<file path="src/dual_port_io_pkg.sv">
// Notes on behaviour
// - Input level register reads live pins.
// - Input masks reset masked; masked pins capture nothing.
// - Input flags reset clear; write one clears.
// - Edge select resets rising; one selects falling.
// - Debounce disable resets off; one uses direct.
// - Direction zero floats pin; one drives data.
// - Bidir data read returns pin levels.
// - Comparator selected: bit zero reads one.
// - Pull-down needs option, no disable, CMOS.
// - Pull-up needs option, open drain, high.
// - Pull-up and pull-down never together.
// - CMOS drives both; open drain only low.
// - Option bits route three taps to pins.
// - PWM enable routes counter PWM to bit3.
// - Comparator samples pin at regular tap intervals.
// - Select bit picks comparator or supply detector.
// - First result within sync plus one period.
// - Results spaced by three measurement periods.
// - After disable, finish next measurement, stop.
// - Result bit: zero above, one below.
// - Result change raises masked request, not first.
// - Debounce needs stability over two clock edges.
// - Only edges after unmasking set flags.
`default_nettype none
package dual_port_io_pkg;

  // Byte offsets of the register words on the bus.
  localparam logic [7:0] OFS_INPUT_LEVEL = 8'h00;
  localparam logic [7:0] OFS_INPUT_IRQ_MASK = 8'h04;
  localparam logic [7:0] OFS_INPUT_IRQ_FLAGS = 8'h08;
  localparam logic [7:0] OFS_INPUT_EDGE = 8'h0c;
  localparam logic [7:0] OFS_INPUT_DEB_OFF = 8'h10;
  localparam logic [7:0] OFS_INPUT_PULL_OFF = 8'h14;
  localparam logic [7:0] OFS_BIDIR_DIR = 8'h18;
  localparam logic [7:0] OFS_BIDIR_DATA = 8'h1c;
  localparam logic [7:0] OFS_BIDIR_PD_OFF = 8'h20;
  localparam logic [7:0] OFS_BIDIR_OD = 8'h24;
  localparam logic [7:0] OFS_TAP_OPTION = 8'h28;
  localparam logic [7:0] OFS_PRESC_CTRL = 8'h2c;
  localparam logic [7:0] OFS_COMP_CTRL = 8'h30;
  localparam logic [7:0] OFS_COMP_IRQ = 8'h34;

  // Reset value of every four-bit control register.
  localparam logic [3:0] RST_NIBBLE = 4'h0;

  // Tap option register fields.
  localparam int TAP_NO_INPUT_RESET = 0;
  localparam int TAP_FAST_BIT = 1;
  localparam int TAP_MID_BIT = 2;
  localparam int TAP_SLOW_BIT = 3;

  // Prescaler control fields.
  localparam int PRESC_PWM_BIT = 0;
  localparam int PRESC_DEB_SEL_BIT = 1;

  // Comparator control and request fields.
  localparam int COMP_SELECT_BIT = 0;
  localparam int COMP_ENABLE_BIT = 1;
  localparam int COMP_RESULT_BIT = 2;
  localparam int COMP_IRQ_FLAG_BIT = 0;
  localparam int COMP_IRQ_MASK_BIT = 1;

  // Prescaler tap indices used by the block.
  localparam int CK_SLOW = 1;
  localparam int CK_DEB_SLOW = 8;
  localparam int CK_SYNC = 9;
  localparam int CK_MID = 11;
  localparam int CK_DEB_FAST = 11;
  localparam int CK_MEAS = 14;
  localparam int CK_FAST = 16;

  // Measurement periods between two results, minus the measuring one.
  localparam logic [1:0] MEAS_GAP_PERIODS = 2'd2;

  // Comparator sequencer states.
  typedef enum logic [1:0] {
    CMP_IDLE,
    CMP_SYNC,
    CMP_MEAS,
    CMP_GAP
  } cmp_state_e;

endpackage
`default_nettype wire

</file>
<file path="src/dual_port_io.sv">
// The register addresses and the AHB-Lite register port were chosen for this implementation.
`timescale 1ns/10ps
`default_nettype none
module dual_port_io #(
  parameter logic [3:0] PULLUP_MASK_OPTION = 4'hf,
  parameter logic [3:0] PULLDOWN_MASK_OPTION = 4'hf
) (
  // Clock and reset.
  input wire logic hclk,
  input wire logic hresetn,
  // AHB-Lite slave.
  input wire logic hsel,
  input wire logic [7:0] haddr,
  input wire logic [1:0] htrans,
  input wire logic hwrite,
  input wire logic [2:0] hsize,
  input wire logic [31:0] hwdata,
  input wire logic hready,
  output logic hreadyout,
  output logic [31:0] hrdata,
  output logic hresp,
  // Prescaler taps and counter PWM.
  input wire logic [16:1] ck_taps,
  input wire logic pwm_in,
  // Input port.
  input wire logic [3:0] input_pins,
  output logic [3:0] input_pull_enable,
  output logic [3:0] input_irq_flag,
  output logic no_input_reset,
  // Bidirectional port.
  input wire logic [3:0] bidir_pins_in,
  output logic [3:0] bidir_pins_out,
  output logic [3:0] bidir_pins_oe,
  output logic [3:0] bidir_pullup_en,
  output logic [3:0] bidir_pulldown_en,
  // Shared measurement block.
  input wire logic compare_below,
  output logic comparator_select_bit,
  output logic measure_active,
  output logic comparator_irq
);
  import dual_port_io_pkg::*;

  ////////////////////////////////////////////////////////////////////////////////
  // Bus slave.

  logic [7:0] addr_reg; // Latched address of the data phase.
  logic wr_pend_reg; // A write data phase is in progress.
  logic rd_pend_reg; // A read data phase is in progress.
  logic rd_wait_reg; // First cycle of a read, which waits.
  logic [31:0] rd_mux; // Read value selected by the address.
  logic [31:0] hrdata_reg; // Registered read data.
  logic accept; // Address phase taken this edge.
  logic [31:0] wdata; // Write data of the committing write.

  assign accept = hsel & hready & htrans[1];
  assign wdata = hwdata;

  // Latch the address phase; reads insert one wait cycle.
  always_ff @(posedge hclk or negedge hresetn) begin
    if (!hresetn) begin
      addr_reg <= 8'h00;
      wr_pend_reg <= 1'b0;
      rd_pend_reg <= 1'b0;
      rd_wait_reg <= 1'b0;
    end else begin
      if (hreadyout) begin
        wr_pend_reg <= accept & hwrite;
        rd_pend_reg <= accept & ~hwrite;
        rd_wait_reg <= accept & ~hwrite;
        if (accept) begin
          addr_reg <= {haddr[7:2], 2'b00};
        end
      end else begin
        rd_wait_reg <= 1'b0;
      end
    end
  end

  // A write commits at the end of its data phase.
  logic wr_commit;
  assign wr_commit = wr_pend_reg;

  // Write strobe per register.
  function automatic logic wr_to(input logic [7:0] ofs);
    return wr_commit && (addr_reg == ofs);
  endfunction

  assign hreadyout = ~rd_wait_reg;
  assign hresp = 1'b0;
  assign hrdata = hrdata_reg;

  // Load the read word during the wait cycle.
  always_ff @(posedge hclk or negedge hresetn) begin
    if (!hresetn) begin
      hrdata_reg <= 32'h0000_0000;
    end else if (rd_wait_reg) begin
      hrdata_reg <= rd_mux;
    end
  end

  ////////////////////////////////////////////////////////////////////////////////
  // Control registers.

  logic [3:0] input_irq_mask_reg; // One enables the pin request.
  logic [3:0] input_edge_reg; // One selects the falling edge.
  logic [3:0] input_deb_off_reg; // One bypasses the debouncer.
  logic [3:0] input_pull_off_reg; // One removes the pull resistor.
  logic [3:0] bidir_dir_reg; // One makes the pin an output.
  logic [3:0] bidir_data_reg; // Output data latches.
  logic [3:0] bidir_pd_off_reg; // One removes the pull-down.
  logic [3:0] bidir_od_reg; // One selects open drain.
  logic [3:0] tap_option_reg; // Tap routing and input reset option.
  logic [1:0] presc_ctrl_reg; // PWM route and debounce clock choice.
  logic [1:0] comp_ctrl_reg; // Comparator select and enable.
  logic comp_irq_mask_reg; // One enables the comparator request.

  // Plain read/write registers, all cleared by reset.
  always_ff @(posedge hclk or negedge hresetn) begin
    if (!hresetn) begin
      input_irq_mask_reg <= RST_NIBBLE;
      input_edge_reg <= RST_NIBBLE;
      input_deb_off_reg <= RST_NIBBLE;
      input_pull_off_reg <= RST_NIBBLE;
      bidir_dir_reg <= RST_NIBBLE;
      bidir_data_reg <= RST_NIBBLE;
      bidir_pd_off_reg <= RST_NIBBLE;
      bidir_od_reg <= RST_NIBBLE;
      tap_option_reg <= RST_NIBBLE;
      presc_ctrl_reg <= 2'b00;
      comp_ctrl_reg <= 2'b00;
      comp_irq_mask_reg <= 1'b0;
    end else begin
      if (wr_to(OFS_INPUT_IRQ_MASK)) input_irq_mask_reg <= wdata[3:0];
      if (wr_to(OFS_INPUT_EDGE)) input_edge_reg <= wdata[3:0];
      if (wr_to(OFS_INPUT_DEB_OFF)) input_deb_off_reg <= wdata[3:0];
      if (wr_to(OFS_INPUT_PULL_OFF)) input_pull_off_reg <= wdata[3:0];
      if (wr_to(OFS_BIDIR_DIR)) bidir_dir_reg <= wdata[3:0];
      if (wr_to(OFS_BIDIR_DATA)) bidir_data_reg <= wdata[3:0];
      if (wr_to(OFS_BIDIR_PD_OFF)) bidir_pd_off_reg <= wdata[3:0];
      if (wr_to(OFS_BIDIR_OD)) bidir_od_reg <= wdata[3:0];
      if (wr_to(OFS_TAP_OPTION)) tap_option_reg <= wdata[3:0];
      if (wr_to(OFS_PRESC_CTRL)) presc_ctrl_reg <= wdata[1:0];
      if (wr_to(OFS_COMP_CTRL)) comp_ctrl_reg <= wdata[1:0];
      if (wr_to(OFS_COMP_IRQ)) comp_irq_mask_reg <= wdata[COMP_IRQ_MASK_BIT];
    end
  end

  ////////////////////////////////////////////////////////////////////////////////
  // Prescaler tap edges.

  logic [16:1] tap_prev_reg; // Taps one cycle ago.
  logic [16:1] tap_rise; // One-cycle enable on each tap rising edge.

  // Rising edges of the taps act as slow clock enables.
  always_ff @(posedge hclk or negedge hresetn) begin
    if (!hresetn) begin
      tap_prev_reg <= '0;
    end else begin
      tap_prev_reg <= ck_taps;
    end
  end
  assign tap_rise = ck_taps & ~tap_prev_reg;

  ////////////////////////////////////////////////////////////////////////////////
  // Input port debounce and interrupt flags.

  logic deb_tick; // Rising edge of the chosen debounce clock.
  logic [3:0] deb_sample_reg; // Level seen at the last debounce edge.
  logic [3:0] deb_level_reg; // Accepted debounced level.
  logic [3:0] irq_src; // Level feeding edge detection.
  logic [3:0] irq_src_prev_reg; // That level one cycle ago.
  logic [3:0] active_edge; // Selected edge seen this cycle.
  logic [3:0] input_flag_reg; // Sticky pin requests.

  assign deb_tick = presc_ctrl_reg[PRESC_DEB_SEL_BIT] ? tap_rise[CK_DEB_FAST]
                                                       : tap_rise[CK_DEB_SLOW];

  genvar gi;
  generate
    for (gi = 0; gi < 4; gi++) begin : g_input_bit
      // Accept a level only when two debounce edges see the same value.
      always_ff @(posedge hclk or negedge hresetn) begin
        if (!hresetn) begin
          deb_sample_reg[gi] <= 1'b0;
          deb_level_reg[gi] <= 1'b0;
        end else if (deb_tick) begin
          deb_sample_reg[gi] <= input_pins[gi];
          if (deb_sample_reg[gi] == input_pins[gi]) begin
            deb_level_reg[gi] <= input_pins[gi];
          end
        end
      end

      // Direct or debounced source, then the selected edge.
      assign irq_src[gi] = input_deb_off_reg[gi] ? input_pins[gi]
                                                 : deb_level_reg[gi];
      assign active_edge[gi] = input_edge_reg[gi]
                               ? (irq_src_prev_reg[gi] & ~irq_src[gi])
                               : (~irq_src_prev_reg[gi] & irq_src[gi]);

      // A new edge wins over a clearing write in the same cycle.
      always_ff @(posedge hclk or negedge hresetn) begin
        if (!hresetn) begin
          irq_src_prev_reg[gi] <= 1'b0;
          input_flag_reg[gi] <= 1'b0;
        end else begin
          irq_src_prev_reg[gi] <= irq_src[gi];
          if (input_irq_mask_reg[gi] && active_edge[gi]) begin
            input_flag_reg[gi] <= 1'b1;
          end else if (wr_to(OFS_INPUT_IRQ_FLAGS) && wdata[gi]) begin
            input_flag_reg[gi] <= 1'b0;
          end
        end
      end

      // Input pull resistor stays on unless disabled.
      assign input_pull_enable[gi] = ~input_pull_off_reg[gi];
    end
  endgenerate

  assign input_irq_flag = input_flag_reg;
  assign no_input_reset = tap_option_reg[TAP_NO_INPUT_RESET];

  ////////////////////////////////////////////////////////////////////////////////
  // Bidirectional port drivers and pulls.

  logic [3:0] route_en; // A tap or PWM owns the pin's value.
  logic [3:0] route_val; // The routed signal per pin.
  logic [3:0] drive_val; // Value the pin should show.

  assign route_en = {presc_ctrl_reg[PRESC_PWM_BIT], tap_option_reg[TAP_SLOW_BIT],
                     tap_option_reg[TAP_MID_BIT], tap_option_reg[TAP_FAST_BIT]};
  assign route_val = {pwm_in, ck_taps[CK_SLOW], ck_taps[CK_MID], ck_taps[CK_FAST]};

  generate
    for (gi = 0; gi < 4; gi++) begin : g_bidir_bit
      assign drive_val[gi] = route_en[gi] ? route_val[gi] : bidir_data_reg[gi];
      assign bidir_pins_out[gi] = drive_val[gi];
      // Input mode floats; open drain drives only low.
      assign bidir_pins_oe[gi] = bidir_dir_reg[gi]
                                 & (~bidir_od_reg[gi] | ~drive_val[gi]);
      assign bidir_pulldown_en[gi] = PULLDOWN_MASK_OPTION[gi] & ~bidir_pd_off_reg[gi]
                                     & ~bidir_od_reg[gi];
      assign bidir_pullup_en[gi] = PULLUP_MASK_OPTION[gi] & bidir_od_reg[gi]
                                   & (~bidir_dir_reg[gi] | drive_val[gi]);
    end
  endgenerate

  ////////////////////////////////////////////////////////////////////////////////
  // Comparator sequencer.

  cmp_state_e cmp_state_reg; // Sequencer state.
  logic [1:0] gap_cnt_reg; // Idle measurement periods left.
  logic comp_result_reg; // Last result, one when below threshold.
  logic first_done_reg; // A result exists since enabling.
  logic comp_flag_reg; // Sticky comparator request.
  logic meas_end; // Measurement completes this cycle.

  assign meas_end = (cmp_state_reg == CMP_MEAS) && tap_rise[CK_MEAS];

  // Sync to the slow tap, measure one period, then wait two more.
  always_ff @(posedge hclk or negedge hresetn) begin
    if (!hresetn) begin
      cmp_state_reg <= CMP_IDLE;
      gap_cnt_reg <= 2'd0;
    end else begin
      case (cmp_state_reg)
        CMP_IDLE: begin
          if (comp_ctrl_reg[COMP_ENABLE_BIT]) begin
            cmp_state_reg <= CMP_SYNC;
          end
        end
        CMP_SYNC: begin
          if (tap_rise[CK_SYNC]) begin
            cmp_state_reg <= CMP_MEAS;
          end
        end
        CMP_MEAS: begin
          if (tap_rise[CK_MEAS]) begin
            // Disabling only stops after a finished measurement.
            if (comp_ctrl_reg[COMP_ENABLE_BIT]) begin
              cmp_state_reg <= CMP_GAP;
              gap_cnt_reg <= MEAS_GAP_PERIODS;
            end else begin
              cmp_state_reg <= CMP_IDLE;
            end
          end
        end
        CMP_GAP: begin
          if (tap_rise[CK_MEAS]) begin
            if (gap_cnt_reg == 2'd1) begin
              cmp_state_reg <= CMP_MEAS;
            end
            gap_cnt_reg <= gap_cnt_reg - 2'd1;
          end
        end
        default: begin
          cmp_state_reg <= CMP_IDLE;
        end
      endcase
    end
  end

  // Store each result and flag changes after the first one.
  always_ff @(posedge hclk or negedge hresetn) begin
    if (!hresetn) begin
      comp_result_reg <= 1'b0;
      first_done_reg <= 1'b0;
      comp_flag_reg <= 1'b0;
    end else begin
      if (meas_end) begin
        comp_result_reg <= compare_below;
        first_done_reg <= comp_ctrl_reg[COMP_ENABLE_BIT];
      end else if (cmp_state_reg == CMP_IDLE) begin
        first_done_reg <= 1'b0;
      end
      if (meas_end && first_done_reg && comp_irq_mask_reg
          && (compare_below != comp_result_reg)) begin
        comp_flag_reg <= 1'b1;
      end else if (wr_to(OFS_COMP_IRQ) && wdata[COMP_IRQ_FLAG_BIT]) begin
        comp_flag_reg <= 1'b0;
      end
    end
  end

  assign comparator_select_bit = comp_ctrl_reg[COMP_SELECT_BIT];
  assign measure_active = (cmp_state_reg == CMP_MEAS);
  assign comparator_irq = comp_flag_reg;

  ////////////////////////////////////////////////////////////////////////////////
  // Read multiplexer.

  // Pin reads are live; bit 0 reads one while the comparator owns it.
  always_comb begin
    rd_mux = 32'h0000_0000;
    case (addr_reg)
      OFS_INPUT_LEVEL: rd_mux[3:0] = input_pins;
      OFS_INPUT_IRQ_MASK: rd_mux[3:0] = input_irq_mask_reg;
      OFS_INPUT_IRQ_FLAGS: rd_mux[3:0] = input_flag_reg;
      OFS_INPUT_EDGE: rd_mux[3:0] = input_edge_reg;
      OFS_INPUT_DEB_OFF: rd_mux[3:0] = input_deb_off_reg;
      OFS_INPUT_PULL_OFF: rd_mux[3:0] = input_pull_off_reg;
      OFS_BIDIR_DIR: rd_mux[3:0] = bidir_dir_reg;
      OFS_BIDIR_DATA: begin
        rd_mux[3:0] = bidir_pins_in;
        if (comp_ctrl_reg[COMP_SELECT_BIT]) begin
          rd_mux[0] = 1'b1;
        end
      end
      OFS_BIDIR_PD_OFF: rd_mux[3:0] = bidir_pd_off_reg;
      OFS_BIDIR_OD: rd_mux[3:0] = bidir_od_reg;
      OFS_TAP_OPTION: rd_mux[3:0] = tap_option_reg;
      OFS_PRESC_CTRL: rd_mux[1:0] = presc_ctrl_reg;
      OFS_COMP_CTRL: rd_mux[2:0] = {comp_result_reg, comp_ctrl_reg};
      OFS_COMP_IRQ: rd_mux[1:0] = {comp_irq_mask_reg, comp_flag_reg};
      default: rd_mux = 32'h0000_0000;
    endcase
  end

  generate
    for (gi = 0; gi < 4; gi++) begin : g_chk

    end
  endgenerate
endmodule // dual_port_io
`default_nettype wire

</file>
<file path="config.mk">
export PLATFORM = sky130hd
export DESIGN_NAME = dual_port_io
export DESIGN_NICKNAME = d
export VERILOG_FILES = /design/src/dual_port_io_pkg.sv /design/src/dual_port_io.sv
export SDC_FILE = /design/constraint.sdc
export NUM_CORES = 1
export LEC_CHECK = 0
export BUFFER_PORTS_ARGS = -buffer_cell sky130_fd_sc_hd__buf_4
export CORE_MARGIN = 2
export CORE_UTILIZATION = 40
export DETAILED_ROUTE_END_ITERATION = 10
export PLACE_DENSITY = 0.65
export SKIP_LAST_GASP = 1
export SLEW_MARGIN = 0
export SYNTH_ARGS = -nofsm -noshare
export SYNTH_HDL_FRONTEND = slang
export SYNTH_SLANG_ARGS = --single-unit
</file>
<file path="constraint.sdc">
create_clock -name hclk -period 2.2 [get_ports hclk]
set_input_delay 0.11 -clock hclk [delete_from_list [all_inputs] [get_ports hclk]]
set_output_delay 0.11 -clock hclk [all_outputs]
set_load 0.01 [all_outputs]
</file>
==> Word-level counts from Yosys, hierarchy flattened <==
Index checks and enable logic that the tools add are counted.
{ "word_totals": {"in_bits": 76, "regBits": 90, "elab_cells": 214, "latchBits": 0, "rom_bits": 0, "output_inout_bits": 62, "mem_bits_rw": 0, "memories": 0} }
{ "classes": {"n_bitwise": 64, "add_sub_neg": 1, "eq_ne": 28, "magnitude_cmp": 0, "shifts": 0, "div": 0, "mux": 41, "n_reduce_logical": 42, "mul": 0} }
{ "op_table": {"columns": ["op", "n"], "rows": [
  ["equality test 6 x 4 -> 1 bit, second input constant", 6],
  ["NOT 1 bit", 30],
  ["case mux 2 bit (14 select lines)", 1],
  ["2-to-1 mux 1 bit", 27],
  ["logical AND 1 bit", 26],
  ["AND 1 bit", 24],
  ["equality test 6 x 3 -> 1 bit, second input constant", 4],
  ["2-to-1 mux 2 bit", 9],
  ["AND 14 bit", 1],
  ["NOT 14 bit", 1],
  ["nonzero test 2 bit", 7],
  ["equality test 6 x 2 -> 1 bit, second input constant", 2],
  ["case mux 1 bit (12 select lines)", 1],
  ["case mux 1 bit (11 select lines)", 1],
  ["AND reduction 2 bit", 5],
  ["logical NOT 8 bit", 1],
  ["!= test 2 bit, second input constant", 4],
  ["bitwise OR 1 bit", 8],
  ["case mux 2 bit (4 select lines)", 1],
  ["equality test 6 x 1 -> 1 bit, second input constant", 1],
  ["AND reduction 5 bit", 1],
  ["equality test 1 bit", 4],
  ["equality test 2 x 1 -> 1 bit, second input constant", 2],
  ["equality test 2 bit, second input constant", 2],
  ["6 further kinds", 7]
]} }

==> Logic depth before layout (Yosys ltp) <==
{ "logic_depth": {"depth_word": 7, "ltp_mapped": 7, "ltp_nobuf": 5} }

==> Least setup slack after synthesis <==
OpenSTA, ideal clock, no wires.
{ "synth_path": {"kind": "register -> register", "start": "register addr_reg[7]", "end": "register tap_option_reg[0]", "setup_time_ns": 0.125, "path_stages_with_launch": 6, "period_less_slack_ns": 1.727, "setup_slack_ns": 0.473, "arrival_ns": 1.602, "path_buffers": 2, "required_time_ns": 2.075, "path_cell_list": "dfrtp_1 > buf_6 > or4b_4 > buf_6 > nor2_4 > mux2_2"} }
{ "synth_between": {"elab_chain_len": 2} }
{ "synth_lines": {"columns": ["item", "line", "rtl"], "rows": [
  ["from (decl)", "dual_port_io.sv:47", "logic [7:0] addr_reg;"],
  ["from (signal assigned)", "dual_port_io.sv:72", "addr_reg <= {haddr[7:2], 2'b00};"],
  ["equality test 6 x 4 -> 1 bit", "dual_port_io.sv:86", "return wr_commit && (addr_reg == ofs);"],
  ["logical AND 1 bit", "dual_port_io.sv:86", null],
  ["to (signal assigned)", "dual_port_io.sv:142", "if (wr_to(OFS_TAP_OPTION)) tap_option_reg <= wdata[3:0];"],
  ["to (decl)", "dual_port_io.sv:113", "logic [3:0] tap_option_reg;"]
]} }
Every way passes these cells.
A chain may end at the register's enable or synchronous reset.

==> Worst setup path in the final report <==
{ "layout_path": {"start": "register addr_reg[5]", "end": "register tap_option_reg[0]"} }
The elaborated chain is that of the path after synthesis.

==> results.txt <==
arrival time at the worst endpoint = 2.10 ns
Sequential Power Share = 48.5%
pre-CTS WS = 0.3527 ns
routed wire length = 9.619 mm
number of synthesized flops with an enable pin = 0
vias per cell = 5.168
Final WS setup = 0.3301 ns
largest cells by area after synthesis = dfrtp_1 (47%), mux2_2 (16%), buf_4 (5.5%)
final instance area = 5077 sq um
setup violators final = 0
die area = 11420 sq um
post-synthesis sequential area ratio = 47.31%
# H-tree levels = 3
Final Non-Filler Cells = 590
Nets = 527
Switch Pwr = 1.237 mW
Required @ worst endpoint = 2.43 ns
Synth cell types = 53
Peak VDD IR = 0.3665 mV
Tot GR Track Use = 17.78%
syn_area_per_cell = 11.38 sq um
top-count cell post-synth = dfrtp_1
flops & latches, synth = 80
crit path launch type = flip-flop
first-pass iteration count of the detailed router = 4
clk buf depth = 2
initial antenna violation count = 0
vias in the first global route = 3058
post-layout min period = 1.870 ns
Pins Over Slew Limit = 0
Mapped Area = 4232 sq um
hold endpoint = comp_result_reg
leakage = 2.342 nW
Die Width = 106.9 um
clock latency on the worst-skew pair = 0.35 ns
critical-path maximum fanout = 10
part of the power in combinational logic = 25.0%
placed instance count = 564
synthesis warning total = 0
Yosys top cell by area = dfrtp_1
Sw Share = 30.81%
filler cell count = 963
clock power share = 26.5%
status = finished, final reports clean
Setup TNS = 0 ns
DR WL/cell = 16.30 um
R2R Setup Slk = 0.33 ns
Worst R2R Path Depth = 3
gpl congestion = 0.8643
RSZ-0062 raised after global routing = false
worst-margin pin slew = 0.6698 ns
Hold Path Class = primary input to flip-flop
Post-CTS Setup Inserts = 0
Vias = 3049
Detail Route Antenna Nets = 0
CTS Root Cell = clkbuf_8
DR iter-0 viols = 152
wire length of the first global-routing pass = 15.85 mm
final hold violation count = 0
Internal = 2.778 mW
CP Class = flip-flop to flip-flop
PwrDens = 790.7 nW/um^2
DPL Wire Length = 7.076 mm
ys async rst share = 100.0%
core footprint = 10280 sq um
top-area cell type share of the netlist area = 47.31%
Slew HR = 55.21%
Top Ports = 138
layout cells sized above 1 = 37.00%
Hold Startpoint = compare_below
Cell Area, Placed = 4780 sq um
Initial Utilization = 41.17%
worst clock skew = 0.01416 ns
fin crit share = 84.99%
area grow syn2layout = 19.99%
clock slew at reported path FFs = 0.08 ns
largest net degree at the start of global routing = 48
RR Startpoint = addr_reg[5]
max reg flops = 6
CP Capture Type = flip-flop
grt ovf = 0
CTS tree = yes
top post-synthesis cells by count = dfrtp_1 (80), mux2_2 (59), buf_4 (31)
Sink Count = 80
max-cap violations = 0
n_diodes = 0
CP Launch Point = addr_reg[5]
DRC Markers = 0
Row Count = 37
dominant synthesized flop cell = dfrtp_1
reg2reg end = tap_option_reg[0]
PortBufs = 64
die height = 106.9 um
fmax = 534.8 MHz
Post-Synthesis Cells = 372
hold path depth = 2
CTS Buf Count = 9
routing by layer:
metal	global-route usage [%]	up-vias	wire, um
met5	0	-	0
met4	4.731	0	97
met3	3.465	9	443
met2	29.21	91	4767
met1	24.17	1532	4310
li1	-	1417	-
how the worst max path moves through the flow:
| stage | to | slack (ns) | cells after the start |
|---|---|---|---|
| 2_1_floorplan | tap_option_reg[0] | 0.47 | 5 |
| 3_3_place_gp | input_pull_off_reg[3] | 0.37 | 5 |
| 3_5_place_dp | tap_option_reg[0] | 0.35 | 3 |
| 4_1_cts | tap_option_reg[0] | 0.34 | 3 |
| 5_1_grt | input_pull_off_reg[3] | 0.22 | 5 |
| 6_report | tap_option_reg[0] | 0.33 | 3 |
what timing repair did:
| item | 4_1_cts | 5_1_grt |
|---|---|---|
| hold endpoints to repair | 43 | 0 |
| gates resized for setup | 0 | 0 |
| hold buffers | 11 | 0 |
through the flow:
| step | power, mW | hold slack [ns] | utilization, % |
|---|---|---|---|
| global route | 4.238 | 0.004843 | 49.40 |
| finish | 4.015 | 0.01622 | 49.40 |
| CTS | 4.034 | 0.005298 | 49.40 |
| detailed placement | 2.966 | 0.09633 | 46.51 |
| floorplan | 2.608 | -0.1856 | - |
| global placement | 2.935 | 0.08923 | 46.51 |
cell usage in the layout, fill, tap and decap left out, types with 4 or more instances in the layout:
cell type,count
mux2i_1,9
nand3_1,8
conb_1,29
nand2_1,26
inv_1,17
mux2_2,59
dlygate4sd3_1,11
mux4_2,5
nor2_4,4
clkbuf_8,10
nor2b_1,6
o21a_1,4
a22o_1,7
buf_4,75
a21oi_1,12
o21ai_0,23
nor2_1,17
dfrtp_1,80
layout make-up:
| type | instances | area, sq um | area share (%) |
|---|---|---|---|
| clock buffer | 12 | 145.1 | 2.859 |
| clock inverter | 3 | 42.54 | 0.8379 |
| inverter | 17 | 63.81 | 1.257 |
| multi-input combinational | 254 | 1941 | 38.22 |
| sequential | 80 | 2002 | 39.43 |
| tap | 136 | 170.2 | 3.351 |
| timing repair buffer | 88 | 713.2 | 14.05 |
critical path, stage by stage, from the launching register on:
cell     delay, ns
dfrtp_1       0.56
or4b_4        0.61
nor2_4        0.22
mux2_2        0.36
cells by family after synthesis:
group / Yosys count / synth area share (%)
compound gates: 71 / 11.77
xor+xnor: 1 / 0.2070
fa+ha+maj: 2 / 0.5322
buf+inv: 66 / 9.314
flops: 80 / 47.31
mux: 73 / 20.49
other cells: 1 / 0.08862
simple gates: 78 / 10.29
power by group through the flow:
stage	combinational, mW	clock [mW]	sequential [mW]
finish	1.00	1.06	1.95
global route	1.11	1.15	1.98
CTS	1.01	1.08	1.95
detailed placement	0.992	0	1.97
global placement	0.971	0	1.96
floorplan	0.761	0	1.85
Power figures use the tool's default switching activity.
